## config.mk

```make
export PLATFORM = sky130hd
export DESIGN_NAME = status_summary_hierarchy
export DESIGN_NICKNAME = d
export VERILOG_FILES = /design/src/core/status_pkg.sv /design/src/core/status_group.sv /design/src/core/status_summary_hierarchy.sv
export VERILOG_INCLUDE_DIRS = /design/src /design/src/core
export SDC_FILE = /design/constraint.sdc
export NUM_CORES = 1
export LEC_CHECK = 0
export ABC_AREA = 1
export BUFFER_PORTS_ARGS = -buffer_cell sky130_fd_sc_hd__buf_2
export CAP_MARGIN = 20
export CORE_UTILIZATION = 62
export CTS_CLUSTER_DIAMETER = 100
export DETAILED_ROUTE_END_ITERATION = 8
export PLACE_DENSITY = 0.82
export SLEW_MARGIN = 25
export SYNTH_ARGS = -nofsm -noshare
export SYNTH_HDL_FRONTEND = slang
export SYNTH_SLANG_ARGS = --single-unit
```

## constraint.sdc

```tcl
create_clock -name core_clk -period 2.25 [get_ports core_clk]
set_clock_uncertainty 0.2 [all_clocks]
set_input_delay 0.45 -clock core_clk [delete_from_list [all_inputs] [get_ports core_clk]]
set_output_delay 0.45 -clock core_clk [all_outputs]
set_load 0.02 [all_outputs]
```

## src/core/status_map.svh

```systemverilog
// named widths, bit positions and reset values of the status hierarchy
`ifndef STATUS_MAP_SVH
`define STATUS_MAP_SVH

`define GROUP_WIDTH        16
`define STD_WIDTH          8
`define STB_WIDTH          8
`define DATA_WIDTH         16
`define GROUP_COUNT        3

// instrument group indices
`define GRP_QUESTIONABLE_SUMMARY           0
`define GRP_OPERATIONAL_SUMMARY           1
`define GRP_RCVR           2

// standard event bit positions
`define STD_OPC_BIT        0
`define STD_QYE_BIT        2
`define STD_DDE_BIT        3
`define STD_EXE_BIT        4
`define STD_CME_BIT        5
`define STD_PON_BIT        7
`define STD_USED_MASK      8'hBD

// status byte bit positions
`define STB_RCVR_BIT       1
`define STB_ERRQ_BIT       2
`define STB_QUESTIONABLE_SUMMARY_BIT       3
`define STB_OUTP_BIT       4
`define STB_STD_BIT        5
`define STB_MASTER_BIT     6
`define STB_OPERATIONAL_SUMMARY_BIT       7

`define ENABLE_RESET_16    16'h0000
`define ENABLE_RESET_8     8'h00
`define ZERO_16            16'h0000
`define ZERO_8             8'h00

`endif

```

## src/core/status_pkg.sv

```systemverilog
// types shared by the status hierarchy
package status_pkg;

    typedef enum logic [1:0] {
        OP_IDLE  = 2'b00,
        OP_READ  = 2'b01,
        OP_WRITE = 2'b10
    } cmd_op_t;

    typedef enum logic [3:0] {
        SEL_QUESTIONABLE_SUMMARY_COND   = 4'b0000,
        SEL_QUESTIONABLE_SUMMARY_EVENT  = 4'b0001,
        SEL_QUESTIONABLE_SUMMARY_ENABLE = 4'b0010,
        SEL_OPERATIONAL_SUMMARY_COND   = 4'b0011,
        SEL_OPERATIONAL_SUMMARY_EVENT  = 4'b0100,
        SEL_OPERATIONAL_SUMMARY_ENABLE = 4'b0101,
        SEL_RCVR_COND   = 4'b0110,
        SEL_RCVR_EVENT  = 4'b0111,
        SEL_RCVR_ENABLE = 4'b1000,
        SEL_STD_EVENT   = 4'b1001,
        SEL_STD_ENABLE  = 4'b1010,
        SEL_STATUS_BYTE = 4'b1011,
        SEL_SRQ_ENABLE  = 4'b1100
    } reg_sel_t;

endpackage : status_pkg

```

## src/core/status_group.sv

```systemverilog
// one condition / sticky event / enable group with its summary bit
`timescale 1ns/100ps
`include "status_map.svh"

module status_group #(
    parameter int WIDTH = `GROUP_WIDTH
) (
    input  wire logic             core_clk,
    input  wire logic             rst_n,
    input  wire logic [WIDTH-1:0] state_in,
    input  wire logic [WIDTH-1:0] valid_mask,
    input  wire logic             read_event,
    input  wire logic             clear_status,
    input  wire logic             enable_we,
    input  wire logic [WIDTH-1:0] enable_wdata,
    output logic      [WIDTH-1:0] cond_r,
    output logic      [WIDTH-1:0] event_r,
    output logic      [WIDTH-1:0] enable_r,
    output logic                  summary
);
    logic [WIDTH-1:0] event_nxt;
    logic [WIDTH-1:0] clear_mask;

    // read and clear-status wipe the sticky bits; live inputs re-set them
    assign clear_mask = (read_event || clear_status) ? {WIDTH{1'b1}} : {WIDTH{1'b0}};
    assign event_nxt  = ((event_r & ~clear_mask) | cond_r | state_in) & valid_mask;
    assign summary    = |(event_r & enable_r);

    always_ff @(posedge core_clk or negedge rst_n) begin
        if (!rst_n) begin
            cond_r   <= {WIDTH{1'b0}};
            event_r  <= {WIDTH{1'b0}};
            enable_r <= {WIDTH{1'b0}};
        end else begin
            cond_r  <= state_in & valid_mask;
            event_r <= event_nxt;
            // enable changes only on an explicit write, zero clears all
            if (enable_we) begin
                enable_r <= enable_wdata;
            end
        end
    end
endmodule : status_group

```

## src/core/status_summary_hierarchy.sv

```systemverilog
// status hierarchy: three instrument groups, standard events, status byte
`timescale 1ns/100ps
`include "status_map.svh"

module status_summary_hierarchy
    import status_pkg::*;
#(
    parameter int GROUP_W = `GROUP_WIDTH,
    parameter int STD_W   = `STD_WIDTH
) (
    input  wire logic                     core_clk,
    input  wire logic                     rst_n,
    input  wire logic [GROUP_W-1:0]       questionable_summary_state,
    input  wire logic [GROUP_W-1:0]       operational_summary_state,
    input  wire logic [GROUP_W-1:0]       rcvr_state,
    input  wire logic                     operation_complete,
    input  wire logic                     query_error,
    input  wire logic                     device_error,
    input  wire logic                     execution_error,
    input  wire logic                     command_error,
    input  wire logic                     error_queue_nonempty,
    input  wire logic                     output_pending,
    input  wire logic                     clear_status,
    input  wire status_pkg::cmd_op_t      cmd_op,
    input  wire status_pkg::reg_sel_t     cmd_sel,
    input  wire logic [`DATA_WIDTH-1:0]   cmd_wdata,
    output logic                          rsp_valid_r,
    output logic      [`DATA_WIDTH-1:0]   rsp_data_r,
    output logic                          cmd_reject_r,
    output logic      [`STB_WIDTH-1:0]    summary_status_byte,
    output logic                          master_summary,
    output logic                          service_request
);
    import status_pkg::*;

    localparam int NG = `GROUP_COUNT;

    // command decode
    logic cmd_read;
    logic cmd_write;
    assign cmd_read  = (cmd_op == OP_READ);
    assign cmd_write = (cmd_op == OP_WRITE);

    logic sel_questionable_summary_cond;
    logic sel_questionable_summary_event;
    logic sel_questionable_summary_enable;
    logic sel_operational_summary_cond;
    logic sel_operational_summary_event;
    logic sel_operational_summary_enable;
    logic sel_rcvr_cond;
    logic sel_rcvr_event;
    logic sel_rcvr_enable;
    logic sel_std_event;
    logic sel_std_enable;
    logic sel_status_byte;
    logic sel_srq_enable;

    assign sel_questionable_summary_cond   = (cmd_sel == SEL_QUESTIONABLE_SUMMARY_COND);
    assign sel_questionable_summary_event  = (cmd_sel == SEL_QUESTIONABLE_SUMMARY_EVENT);
    assign sel_questionable_summary_enable = (cmd_sel == SEL_QUESTIONABLE_SUMMARY_ENABLE);
    assign sel_operational_summary_cond   = (cmd_sel == SEL_OPERATIONAL_SUMMARY_COND);
    assign sel_operational_summary_event  = (cmd_sel == SEL_OPERATIONAL_SUMMARY_EVENT);
    assign sel_operational_summary_enable = (cmd_sel == SEL_OPERATIONAL_SUMMARY_ENABLE);
    assign sel_rcvr_cond   = (cmd_sel == SEL_RCVR_COND);
    assign sel_rcvr_event  = (cmd_sel == SEL_RCVR_EVENT);
    assign sel_rcvr_enable = (cmd_sel == SEL_RCVR_ENABLE);
    assign sel_std_event   = (cmd_sel == SEL_STD_EVENT);
    assign sel_std_enable  = (cmd_sel == SEL_STD_ENABLE);
    assign sel_status_byte = (cmd_sel == SEL_STATUS_BYTE);
    assign sel_srq_enable  = (cmd_sel == SEL_SRQ_ENABLE);

    // only enable masks are writable; everything else is a bad write
    logic any_enable_sel;
    logic sel_known;
    logic write_ok;
    logic bad_cmd;
    assign any_enable_sel = sel_questionable_summary_enable | sel_operational_summary_enable | sel_rcvr_enable
                          | sel_std_enable | sel_srq_enable;
    assign sel_known      = any_enable_sel | sel_questionable_summary_cond | sel_questionable_summary_event
                          | sel_operational_summary_cond | sel_operational_summary_event | sel_rcvr_cond
                          | sel_rcvr_event | sel_std_event | sel_status_byte;
    assign write_ok       = cmd_write & any_enable_sel;
    assign bad_cmd        = (cmd_write & ~any_enable_sel) | (cmd_read & ~sel_known);

    // instrument groups, one generate loop
    logic [GROUP_W-1:0] grp_state  [NG];
    logic [GROUP_W-1:0] grp_cond   [NG];
    logic [GROUP_W-1:0] grp_event  [NG];
    logic [GROUP_W-1:0] grp_enable [NG];
    logic [NG-1:0]      grp_summary;
    logic [NG-1:0]      grp_read_event;
    logic [NG-1:0]      grp_enable_we;

    assign grp_state[`GRP_QUESTIONABLE_SUMMARY] = questionable_summary_state;
    assign grp_state[`GRP_OPERATIONAL_SUMMARY] = operational_summary_state;
    assign grp_state[`GRP_RCVR] = rcvr_state;

    assign grp_read_event[`GRP_QUESTIONABLE_SUMMARY] = cmd_read & sel_questionable_summary_event;
    assign grp_read_event[`GRP_OPERATIONAL_SUMMARY] = cmd_read & sel_operational_summary_event;
    assign grp_read_event[`GRP_RCVR] = cmd_read & sel_rcvr_event;

    assign grp_enable_we[`GRP_QUESTIONABLE_SUMMARY] = write_ok & sel_questionable_summary_enable;
    assign grp_enable_we[`GRP_OPERATIONAL_SUMMARY] = write_ok & sel_operational_summary_enable;
    assign grp_enable_we[`GRP_RCVR] = write_ok & sel_rcvr_enable;

    genvar g;
    generate
        for (g = 0; g < NG; g++) begin : gen_group
            status_group #(
                .WIDTH        (GROUP_W)
            ) u_group (
                .core_clk     (core_clk),
                .rst_n        (rst_n),
                .state_in     (grp_state[g]),
                .valid_mask   ({GROUP_W{1'b1}}),
                .read_event   (grp_read_event[g]),
                .clear_status (clear_status),
                .enable_we    (grp_enable_we[g]),
                .enable_wdata (cmd_wdata[GROUP_W-1:0]),
                .cond_r       (grp_cond[g]),
                .event_r      (grp_event[g]),
                .enable_r     (grp_enable[g]),
                .summary      (grp_summary[g])
            );
        end
    endgenerate

    // standard event register: pulse inputs, power-on marked once after reset
    logic             power_on_pending_r;
    logic             bad_cmd_r;
    logic [STD_W-1:0] std_set;
    logic [STD_W-1:0] std_cond;
    logic [STD_W-1:0] std_event;
    logic [STD_W-1:0] std_enable;
    logic             std_summary;
    logic             std_read_event;
    logic             std_enable_we;

    always_ff @(posedge core_clk or negedge rst_n) begin
        if (!rst_n) begin
            power_on_pending_r <= 1'b1;
        end else begin
            power_on_pending_r <= 1'b0;
        end
    end

    // a malformed register command also counts as a command error
    always_comb begin
        std_set                = {STD_W{1'b0}};
        std_set[`STD_OPC_BIT]  = operation_complete;
        std_set[`STD_QYE_BIT]  = query_error;
        std_set[`STD_DDE_BIT]  = device_error;
        std_set[`STD_EXE_BIT]  = execution_error;
        std_set[`STD_CME_BIT]  = command_error | bad_cmd_r;
        std_set[`STD_PON_BIT]  = power_on_pending_r;
    end

    assign std_read_event = cmd_read & sel_std_event;
    assign std_enable_we  = write_ok & sel_std_enable;

    status_group #(
        .WIDTH        (STD_W)
    ) u_std_event (
        .core_clk     (core_clk),
        .rst_n        (rst_n),
        .state_in     (std_set),
        .valid_mask   (`STD_USED_MASK),
        .read_event   (std_read_event),
        .clear_status (clear_status),
        .enable_we    (std_enable_we),
        .enable_wdata (cmd_wdata[STD_W-1:0]),
        .cond_r       (std_cond),
        .event_r      (std_event),
        .enable_r     (std_enable),
        .summary      (std_summary)
    );

    // summary status byte, no storage of its own apart from service enable
    logic [`STB_WIDTH-1:0] stb_base;
    logic [`STB_WIDTH-1:0] srq_enable_r;
    logic [`STB_WIDTH-1:0] master_mask;

    always_comb begin
        stb_base                  = `ZERO_8;
        stb_base[`STB_RCVR_BIT]   = grp_summary[`GRP_RCVR];
        stb_base[`STB_ERRQ_BIT]   = error_queue_nonempty;
        stb_base[`STB_QUESTIONABLE_SUMMARY_BIT]   = grp_summary[`GRP_QUESTIONABLE_SUMMARY];
        stb_base[`STB_OUTP_BIT]   = output_pending;
        stb_base[`STB_STD_BIT]    = std_summary;
        stb_base[`STB_OPERATIONAL_SUMMARY_BIT]   = grp_summary[`GRP_OPERATIONAL_SUMMARY];
    end

    // bit 6 is left out so the master bit cannot latch itself on
    always_comb begin
        master_mask                  = srq_enable_r;
        master_mask[`STB_MASTER_BIT] = 1'b0;
    end

    assign master_summary = |(stb_base & master_mask);

    always_comb begin
        summary_status_byte                  = stb_base;
        summary_status_byte[`STB_MASTER_BIT] = master_summary;
    end

    assign service_request = master_summary;

    always_ff @(posedge core_clk or negedge rst_n) begin
        if (!rst_n) begin
            srq_enable_r <= `ENABLE_RESET_8;
        end else if (write_ok && sel_srq_enable) begin
            srq_enable_r <= cmd_wdata[`STB_WIDTH-1:0];
        end
    end

    // read data selection: one weighted word, narrow values zero-extended
    logic [`DATA_WIDTH-1:0] read_mux;

    always_comb begin
        read_mux = `ZERO_16;
        case (cmd_sel)
            SEL_QUESTIONABLE_SUMMARY_COND:   read_mux = grp_cond[`GRP_QUESTIONABLE_SUMMARY];
            SEL_QUESTIONABLE_SUMMARY_EVENT:  read_mux = grp_event[`GRP_QUESTIONABLE_SUMMARY];
            SEL_QUESTIONABLE_SUMMARY_ENABLE: read_mux = grp_enable[`GRP_QUESTIONABLE_SUMMARY];
            SEL_OPERATIONAL_SUMMARY_COND:   read_mux = grp_cond[`GRP_OPERATIONAL_SUMMARY];
            SEL_OPERATIONAL_SUMMARY_EVENT:  read_mux = grp_event[`GRP_OPERATIONAL_SUMMARY];
            SEL_OPERATIONAL_SUMMARY_ENABLE: read_mux = grp_enable[`GRP_OPERATIONAL_SUMMARY];
            SEL_RCVR_COND:   read_mux = grp_cond[`GRP_RCVR];
            SEL_RCVR_EVENT:  read_mux = grp_event[`GRP_RCVR];
            SEL_RCVR_ENABLE: read_mux = grp_enable[`GRP_RCVR];
            SEL_STD_EVENT:   read_mux = {8'h00, std_event};
            SEL_STD_ENABLE:  read_mux = {8'h00, std_enable};
            SEL_STATUS_BYTE: read_mux = {8'h00, summary_status_byte};
            SEL_SRQ_ENABLE:  read_mux = {8'h00, srq_enable_r};
            default:         read_mux = `ZERO_16;
        endcase
    end

    // answer one cycle after the command; the event value is pre-clear
    always_ff @(posedge core_clk or negedge rst_n) begin
        if (!rst_n) begin
            rsp_valid_r  <= 1'b0;
            rsp_data_r   <= `ZERO_16;
            cmd_reject_r <= 1'b0;
            bad_cmd_r    <= 1'b0;
        end else begin
            rsp_valid_r  <= cmd_read & sel_known;
            rsp_data_r   <= (cmd_read & sel_known) ? read_mux : `ZERO_16;
            cmd_reject_r <= bad_cmd;
            bad_cmd_r    <= bad_cmd;
        end
    end

    // unused: standard condition copy carries nothing beyond the event set
    logic std_cond_unused;
    assign std_cond_unused = |std_cond;

endmodule : status_summary_hierarchy

```

# [After elaboration in Yosys (flattened, before gate mapping)]
# Index checks and enable logic that the tools add are counted.
[word_totals] reg_bits=191 out_inout_bits=28
[classes] n_eq_ne=14 n_reduce_logical=11 bitwise_logic=49 muxes=6
[ops] op="$pmux W16 S13" count=1
[ops] op="$and A16 B16 Y16" count=6
[ops] op="$or A16 B16 Y16" count=6
[ops] op="$mux W16" count=4
[ops] op="$not A16 Y16" count=3
[ops] op="$reduce_or A16 Y1" count=3
[ops] op="$and A8 B8 Y8" count=3
[ops] op="$eq A4 B4 Y1 const B" count=5
[ops] op="$eq A4 B3 Y1 const B" count=4
[ops] op="$or A8 B8 Y8" count=2
[ops] op="$reduce_or A8 Y1" count=2
[ops] op="$or A1 B1 Y1" count=14
[ops] op="$and A1 B1 Y1" count=12
[ops] op="$eq A4 B2 Y1 const B" count=2
[ops] op="$mux W8" count=1
[ops] op="$not A8 Y8" count=1
[ops] op="$eq A4 B1 Y1 const B" count=1
[ops] op="$logic_not A4 Y1" count=1
[ops] op="$logic_or A1 B1 Y1" count=4
[ops] op="$eq A2 B1 Y1 const B" count=1
[ops] op="$eq A2 B2 Y1 const B" count=1
[ops] op="$not A1 Y1" count=2
[ops] op="$logic_and A1 B1 Y1" count=1

# [Depth between registers and ports, before layout]
[logic_depth] depth_word=16 mapped_depth=12 ltp_nobuf=11

# [By module]
# A second synthesis with hierarchy kept.
[hier_totals] cells_unflattened=1191 hier_area_um2=9683.0
[by_module_without_submodules] module="status_group (gen_group[0].u_group ...)" seq_area_each_um2=1201.2 cells_each=183 instances=3 area_per_inst_um2=1966.9
[by_module_without_submodules] module="status_summary_hierarchy" seq_area_each_um2=676.9 cells_each=529 instances=1 area_per_inst_um2=2812.7
[by_module_without_submodules] module="status_group (u_std_event)" seq_area_each_um2=600.6 cells_each=113 instances=1 area_per_inst_um2=969.7

# [Least setup slack after synthesis]
# No wires, ideal clock.
[synth_timing] kind="reg2out" startpoint="reg gen_group[1].u_group.enable_r[8]" endpoint="out service_request" arrival_time_ns=1.278 stages_incl_launch_ff=10 path_slack_ns=0.322 t_required_ns=1.600 cell_sequence="dfrtp_1 > nand2_1 > nand2_1 > nor2_1 > nand2_1 > nor2_1 > nor2_1 > nor2_1 > nand2_1 > buf_4"
[synth_between] elab_chain_len=4
[synth_lines] item="start, declared" line_no="status_group.sv:18" rtl="output logic [WIDTH-1:0] enable_r,"
[synth_lines] item="start signal, assigned" line_no="status_group.sv:33" rtl="enable_r <= {WIDTH{1'b0}};"
[synth_lines] item="start signal, assigned" line_no="status_group.sv:39" rtl="enable_r <= enable_wdata;"
[synth_lines] item="$and A16 B16 Y16" line_no="status_group.sv:27" rtl="assign summary = |(event_r & enable_r);"
[synth_lines] item="$reduce_or A16 Y1" line_no="status_group.sv:27"
[synth_lines] item="$and A8 B8 Y8" line_no="status_summary_hierarchy.sv:199" rtl="assign master_summary = |(stb_base & master_mask);"
[synth_lines] item="$reduce_or A8 Y1" line_no="status_summary_hierarchy.sv:199"
[synth_lines] item="end, declared" line_no="status_summary_hierarchy.sv:32" rtl="output logic service_request"
# Every way passes these cells.

# [Worst setup path in the final report]
[layout_timing] startpoint="reg gen_group[2].u_group.event_r[12]" endpoint="out summary_status_byte[6]"
[layout_between] elab_chain_len=4
[layout_lines] item="start, declared" line_no="status_group.sv:17" rtl="output logic [WIDTH-1:0] event_r,"
[layout_lines] item="start signal, assigned" line_no="status_group.sv:32" rtl="event_r <= {WIDTH{1'b0}};"
[layout_lines] item="start signal, assigned" line_no="status_group.sv:36" rtl="event_r <= event_nxt;"
[layout_lines] item="$and A16 B16 Y16" line_no="status_group.sv:27"
[layout_lines] item="$reduce_or A16 Y1" line_no="status_group.sv:27"
[layout_lines] item="$and A8 B8 Y8" line_no="status_summary_hierarchy.sv:199"
[layout_lines] item="$reduce_or A8 Y1" line_no="status_summary_hierarchy.sv:199"
[layout_lines] item="end, declared" line_no="status_summary_hierarchy.sv:30" rtl="output logic [`STB_WIDTH-1:0] summary_status_byte,"
# Every way passes these cells.

==> results by group <==
Global route
  – Global router's overall resource usage: 39.6%
  – Largest net degree at the start of global routing: 57
  – Initial antenna violation count: 0
  – First-pass GRT wire length: between 30 and 40 mm
  – Vias in the first global route: 7,000
  – GRT overflow: 0

Clock tree
  – CTS tree: yes
  – Clock Latency Late Sink: about 430 ps
  – Reg clk slew, reported paths: approximately 70 ps
  – CTS Sinks: 191
  – Clk buf depth: 2
  – CTS buffer count: 17
  – Root Buffer Master: clkbuf_16
  – # H-tree levels: 4

Logic synthesis
  – Post-synth top area share: between 50 and 60%
  – Mux contribution to synthesized area: 0%
  – Synth Area in Simple Gates: 19.6%
  – Main flop type after synthesis: dfrtp_1
  – Seq/Total Area, Yosys: 58.2%
  – #FFs+latches synth: between 150 and 200
  – Synth warnings: 0
  – Ys async rst share: between 90% and 100%
  – Largest family of logic cells by synthesized area: simple AND/OR/NAND/NOR gates
  – Avg Inst Size Synth: 9.19 sq um
  – Compound-gate portion of the synthesized area: approximately 15%
  – Ranking of synthesized cells by area: dfrtp_1 (58%), nand2_1 (12%), o21ai_0 (4.7%)
  – Gate count of the mapped netlist: roughly 890
  – Synth Area in XOR/XNOR: 0%
  – Count of distinct cell types in the synthesized netlist: 40
  – Post-synth top area cell: dfrtp_1
  – Number of synthesized flops with an enable pin: 0
  – Synth Area in Adders: 0%
  – Post-Syn Area: slightly above 0.008 sq mm

Critical path
  – Worst-path fanout max: 4
  – CP max stage delay: approximately 420 ps
  – CP Class: reg2out
  – R2R cell count: 10
  – Critical path arrival: between 1500 and 2000 ps
  – Endpoint class of the critical path: primary output
  – Worst-path cell chain: nand2_1 -> nand2_2 -> nor2_1 -> nand2_1 -> nor2_4 -> nor2_2 -> nor2_2 -> nand2_2 -> buf_6
  – Worst path slowest cell: dfrtp_1
  – Nature of the critical path startpoint: register
  – Worst Path Required: about 1600 ps

Detailed routing
  – DRT iter0 DRCs: approximately 1,000
  – Post-DR vias/cell: 5.81
  – Detailed-route via count: approximately 7,400
  – DR WL/cell: approximately 20 um
  – Routed Antenna Nets: 0
  – Drt pass-1 iters: 6
  – DR DRC count: 0
  – Detailed Route WL: between 20 and 30 mm

Floorplanning
  – Row Count: 41
  – Full die area: 0.0137 sq mm
  – Core Area: 0.0128 sq mm
  – Die Y: about 120 um
  – Io pins: approximately 110
  – Die Span X: roughly 120 um
  – Starting Density: between 60% and 70%

Placed design
  – Gpl congestion: between 0.9 and 1
  – PortBufs: between 100 and 150
  – Cell Area, Placed: 0.00912 sq mm
  – HPWL Detailed: approximately 18 mm

STA
  – Post-layout min period: 2430 ps
  – Worst slew pin tran: around 600 ps
  – Final hold vios: 0
  – Period utilization: 108%
  – Worst rel slew slack: between 50% and 60%
  – Worst hold margin: ~45 ps
  – RSZ-0062 raised after global routing: true
  – Setup tns final: -714 ps
  – Final Slew Violations: 0
  – Slack of the critical path: -176 ps
  – FMAX: 412 MHz
  – Final setup viols: 5

Status
  – Failing checks: negative setup slack
  – Status: finished, violations left

Pwr
  – Peak supply drop: 0.000732 V
  – Leakage: 5.18 nW
  – Power per cell area: between 700 and 800 mW/mm^2
  – Total power: about 8.0 mW

Min path
  – Hold path depth: 2
  – Hold Crit Class: in2reg

Cells and area
  – Cell area after layout: ~0.010 sq mm
  – Area growth from synthesis to layout: 27.1%
  – Commonest non-fill, non-tap cells in the layout: nand2_1 (253), dfrtp_1 (190), buf_2 (100)
  – Share of cells above drive strength 1: 22.3%
  – Leading cell type in the layout, fill and taps excluded: nand2_1
  – Layout Nets: between 1,000 and 1,500
  – Final core utilization: 81.7%
  – Antenna cell count: 0

Job
  – Max cap viols: 0
[metrics by stage]
stage               worst slack [ps]  std cells
finish                          -176       1274
global route                    -316       1274
CTS                             -173       1271
detailed placement             -91.6       1175
global placement                -100       1175
floorplan                        322        895
[where the power goes]
part	internal (mW)	switching, mW
clock network	1.62	1.33
logic	0.474	0.714
registers	3.70	0.187
total	5.79	2.23
[worst max-delay path: cells and delay by family, from the launching register on]
kind | cells | cell delay, ps
AND/OR/NAND/NOR | 8 | 780
flip-flops | 1 | 420
buffers and inverters | 1 | 150
[metal layers]
layer / vias up / part of all wire [%] / track usage (%)
li1: 3301 / - / -
met1: 3561 / 41 / 55.3
met3: 46 / 12 / 12.0
met2: 496 / 45 / 59.3
met4: 0 / 2.4 / 14.2
met5: - / 0 / 0
[cell usage after synthesis (all sizes together) (2+ instances only)]
cell type	count
a22o	2
o21a	2
a211o	35
o211ai	4
o2111ai	3
buf	25
clkinv	2
o22ai	3
nand2	267
nor2	84
inv	90
nor3	4
nand4	4
o21ai	97
a211oi	7
dfrtp	190
o2bb2ai	3
a21oi	17
clkbuf	7
a221oi	7
o221ai	4
nand3	32
[cell families after synthesis]
kind of cell,after synthesis
buf+inv,124
flops,191
simple gates,393
other cells,1
compound gates,185
[state kept, by name, summed over array words and instances, names as in the netlist]
register                    cells
u_std_event.cond_r              6
gen_group.u_group.enable_r     48
power_on_pending_r              1
gen_group.u_group.cond_r       48
rsp_data_r                     16
u_std_event.enable_r            8
bad_cmd_r                       1
rsp_valid_r                     1
srq_enable_r                    8
u_std_event.event_r             6
gen_group.u_group.event_r      48
[final cells by class]
class	instances	area [sq um]
fill	794	2340
clock buffer	21	470
multi-input combinational	580	2950
tap	172	215
sequential	191	4780
clock inverter	11	109
inverter	92	348
timing repair buffer	207	1570
[final timing paths]
check,start,endpoint,slack (ps)
hold / removal,command_error,u_std_event.cond_r[5]$_DFF_PN0_,40
hold reg to reg,power_on_pending_r$_DFF_PN1_,u_std_event.cond_r[7]$_DFF_PN0_,210
max in group asynchronous,rst_n,gen_group[0].u_group.enable_r[0]$_DFFE_PN0P_,920
min in group asynchronous,rst_n,rsp_data_r[3]$_DFF_PN0_,310
setup reg to reg,gen_group[2].u_group.event_r[12]$_DFF_PN0_,rsp_data_r[6]$_DFF_PN0_,550
setup / recovery,gen_group[2].u_group.event_r[12]$_DFF_PN0_,summary_status_byte[6],-180
[repair_timing]
action,4_1_cts,5_1_grt
pin swaps,7,5
endpoints found under the setup margin,6,6
hold endpoints to repair,89,0
hold buffers,53,0
setup buffers,12,3
gates resized for setup,19,15
Note: power is estimated with default switching activity, not from simulation.
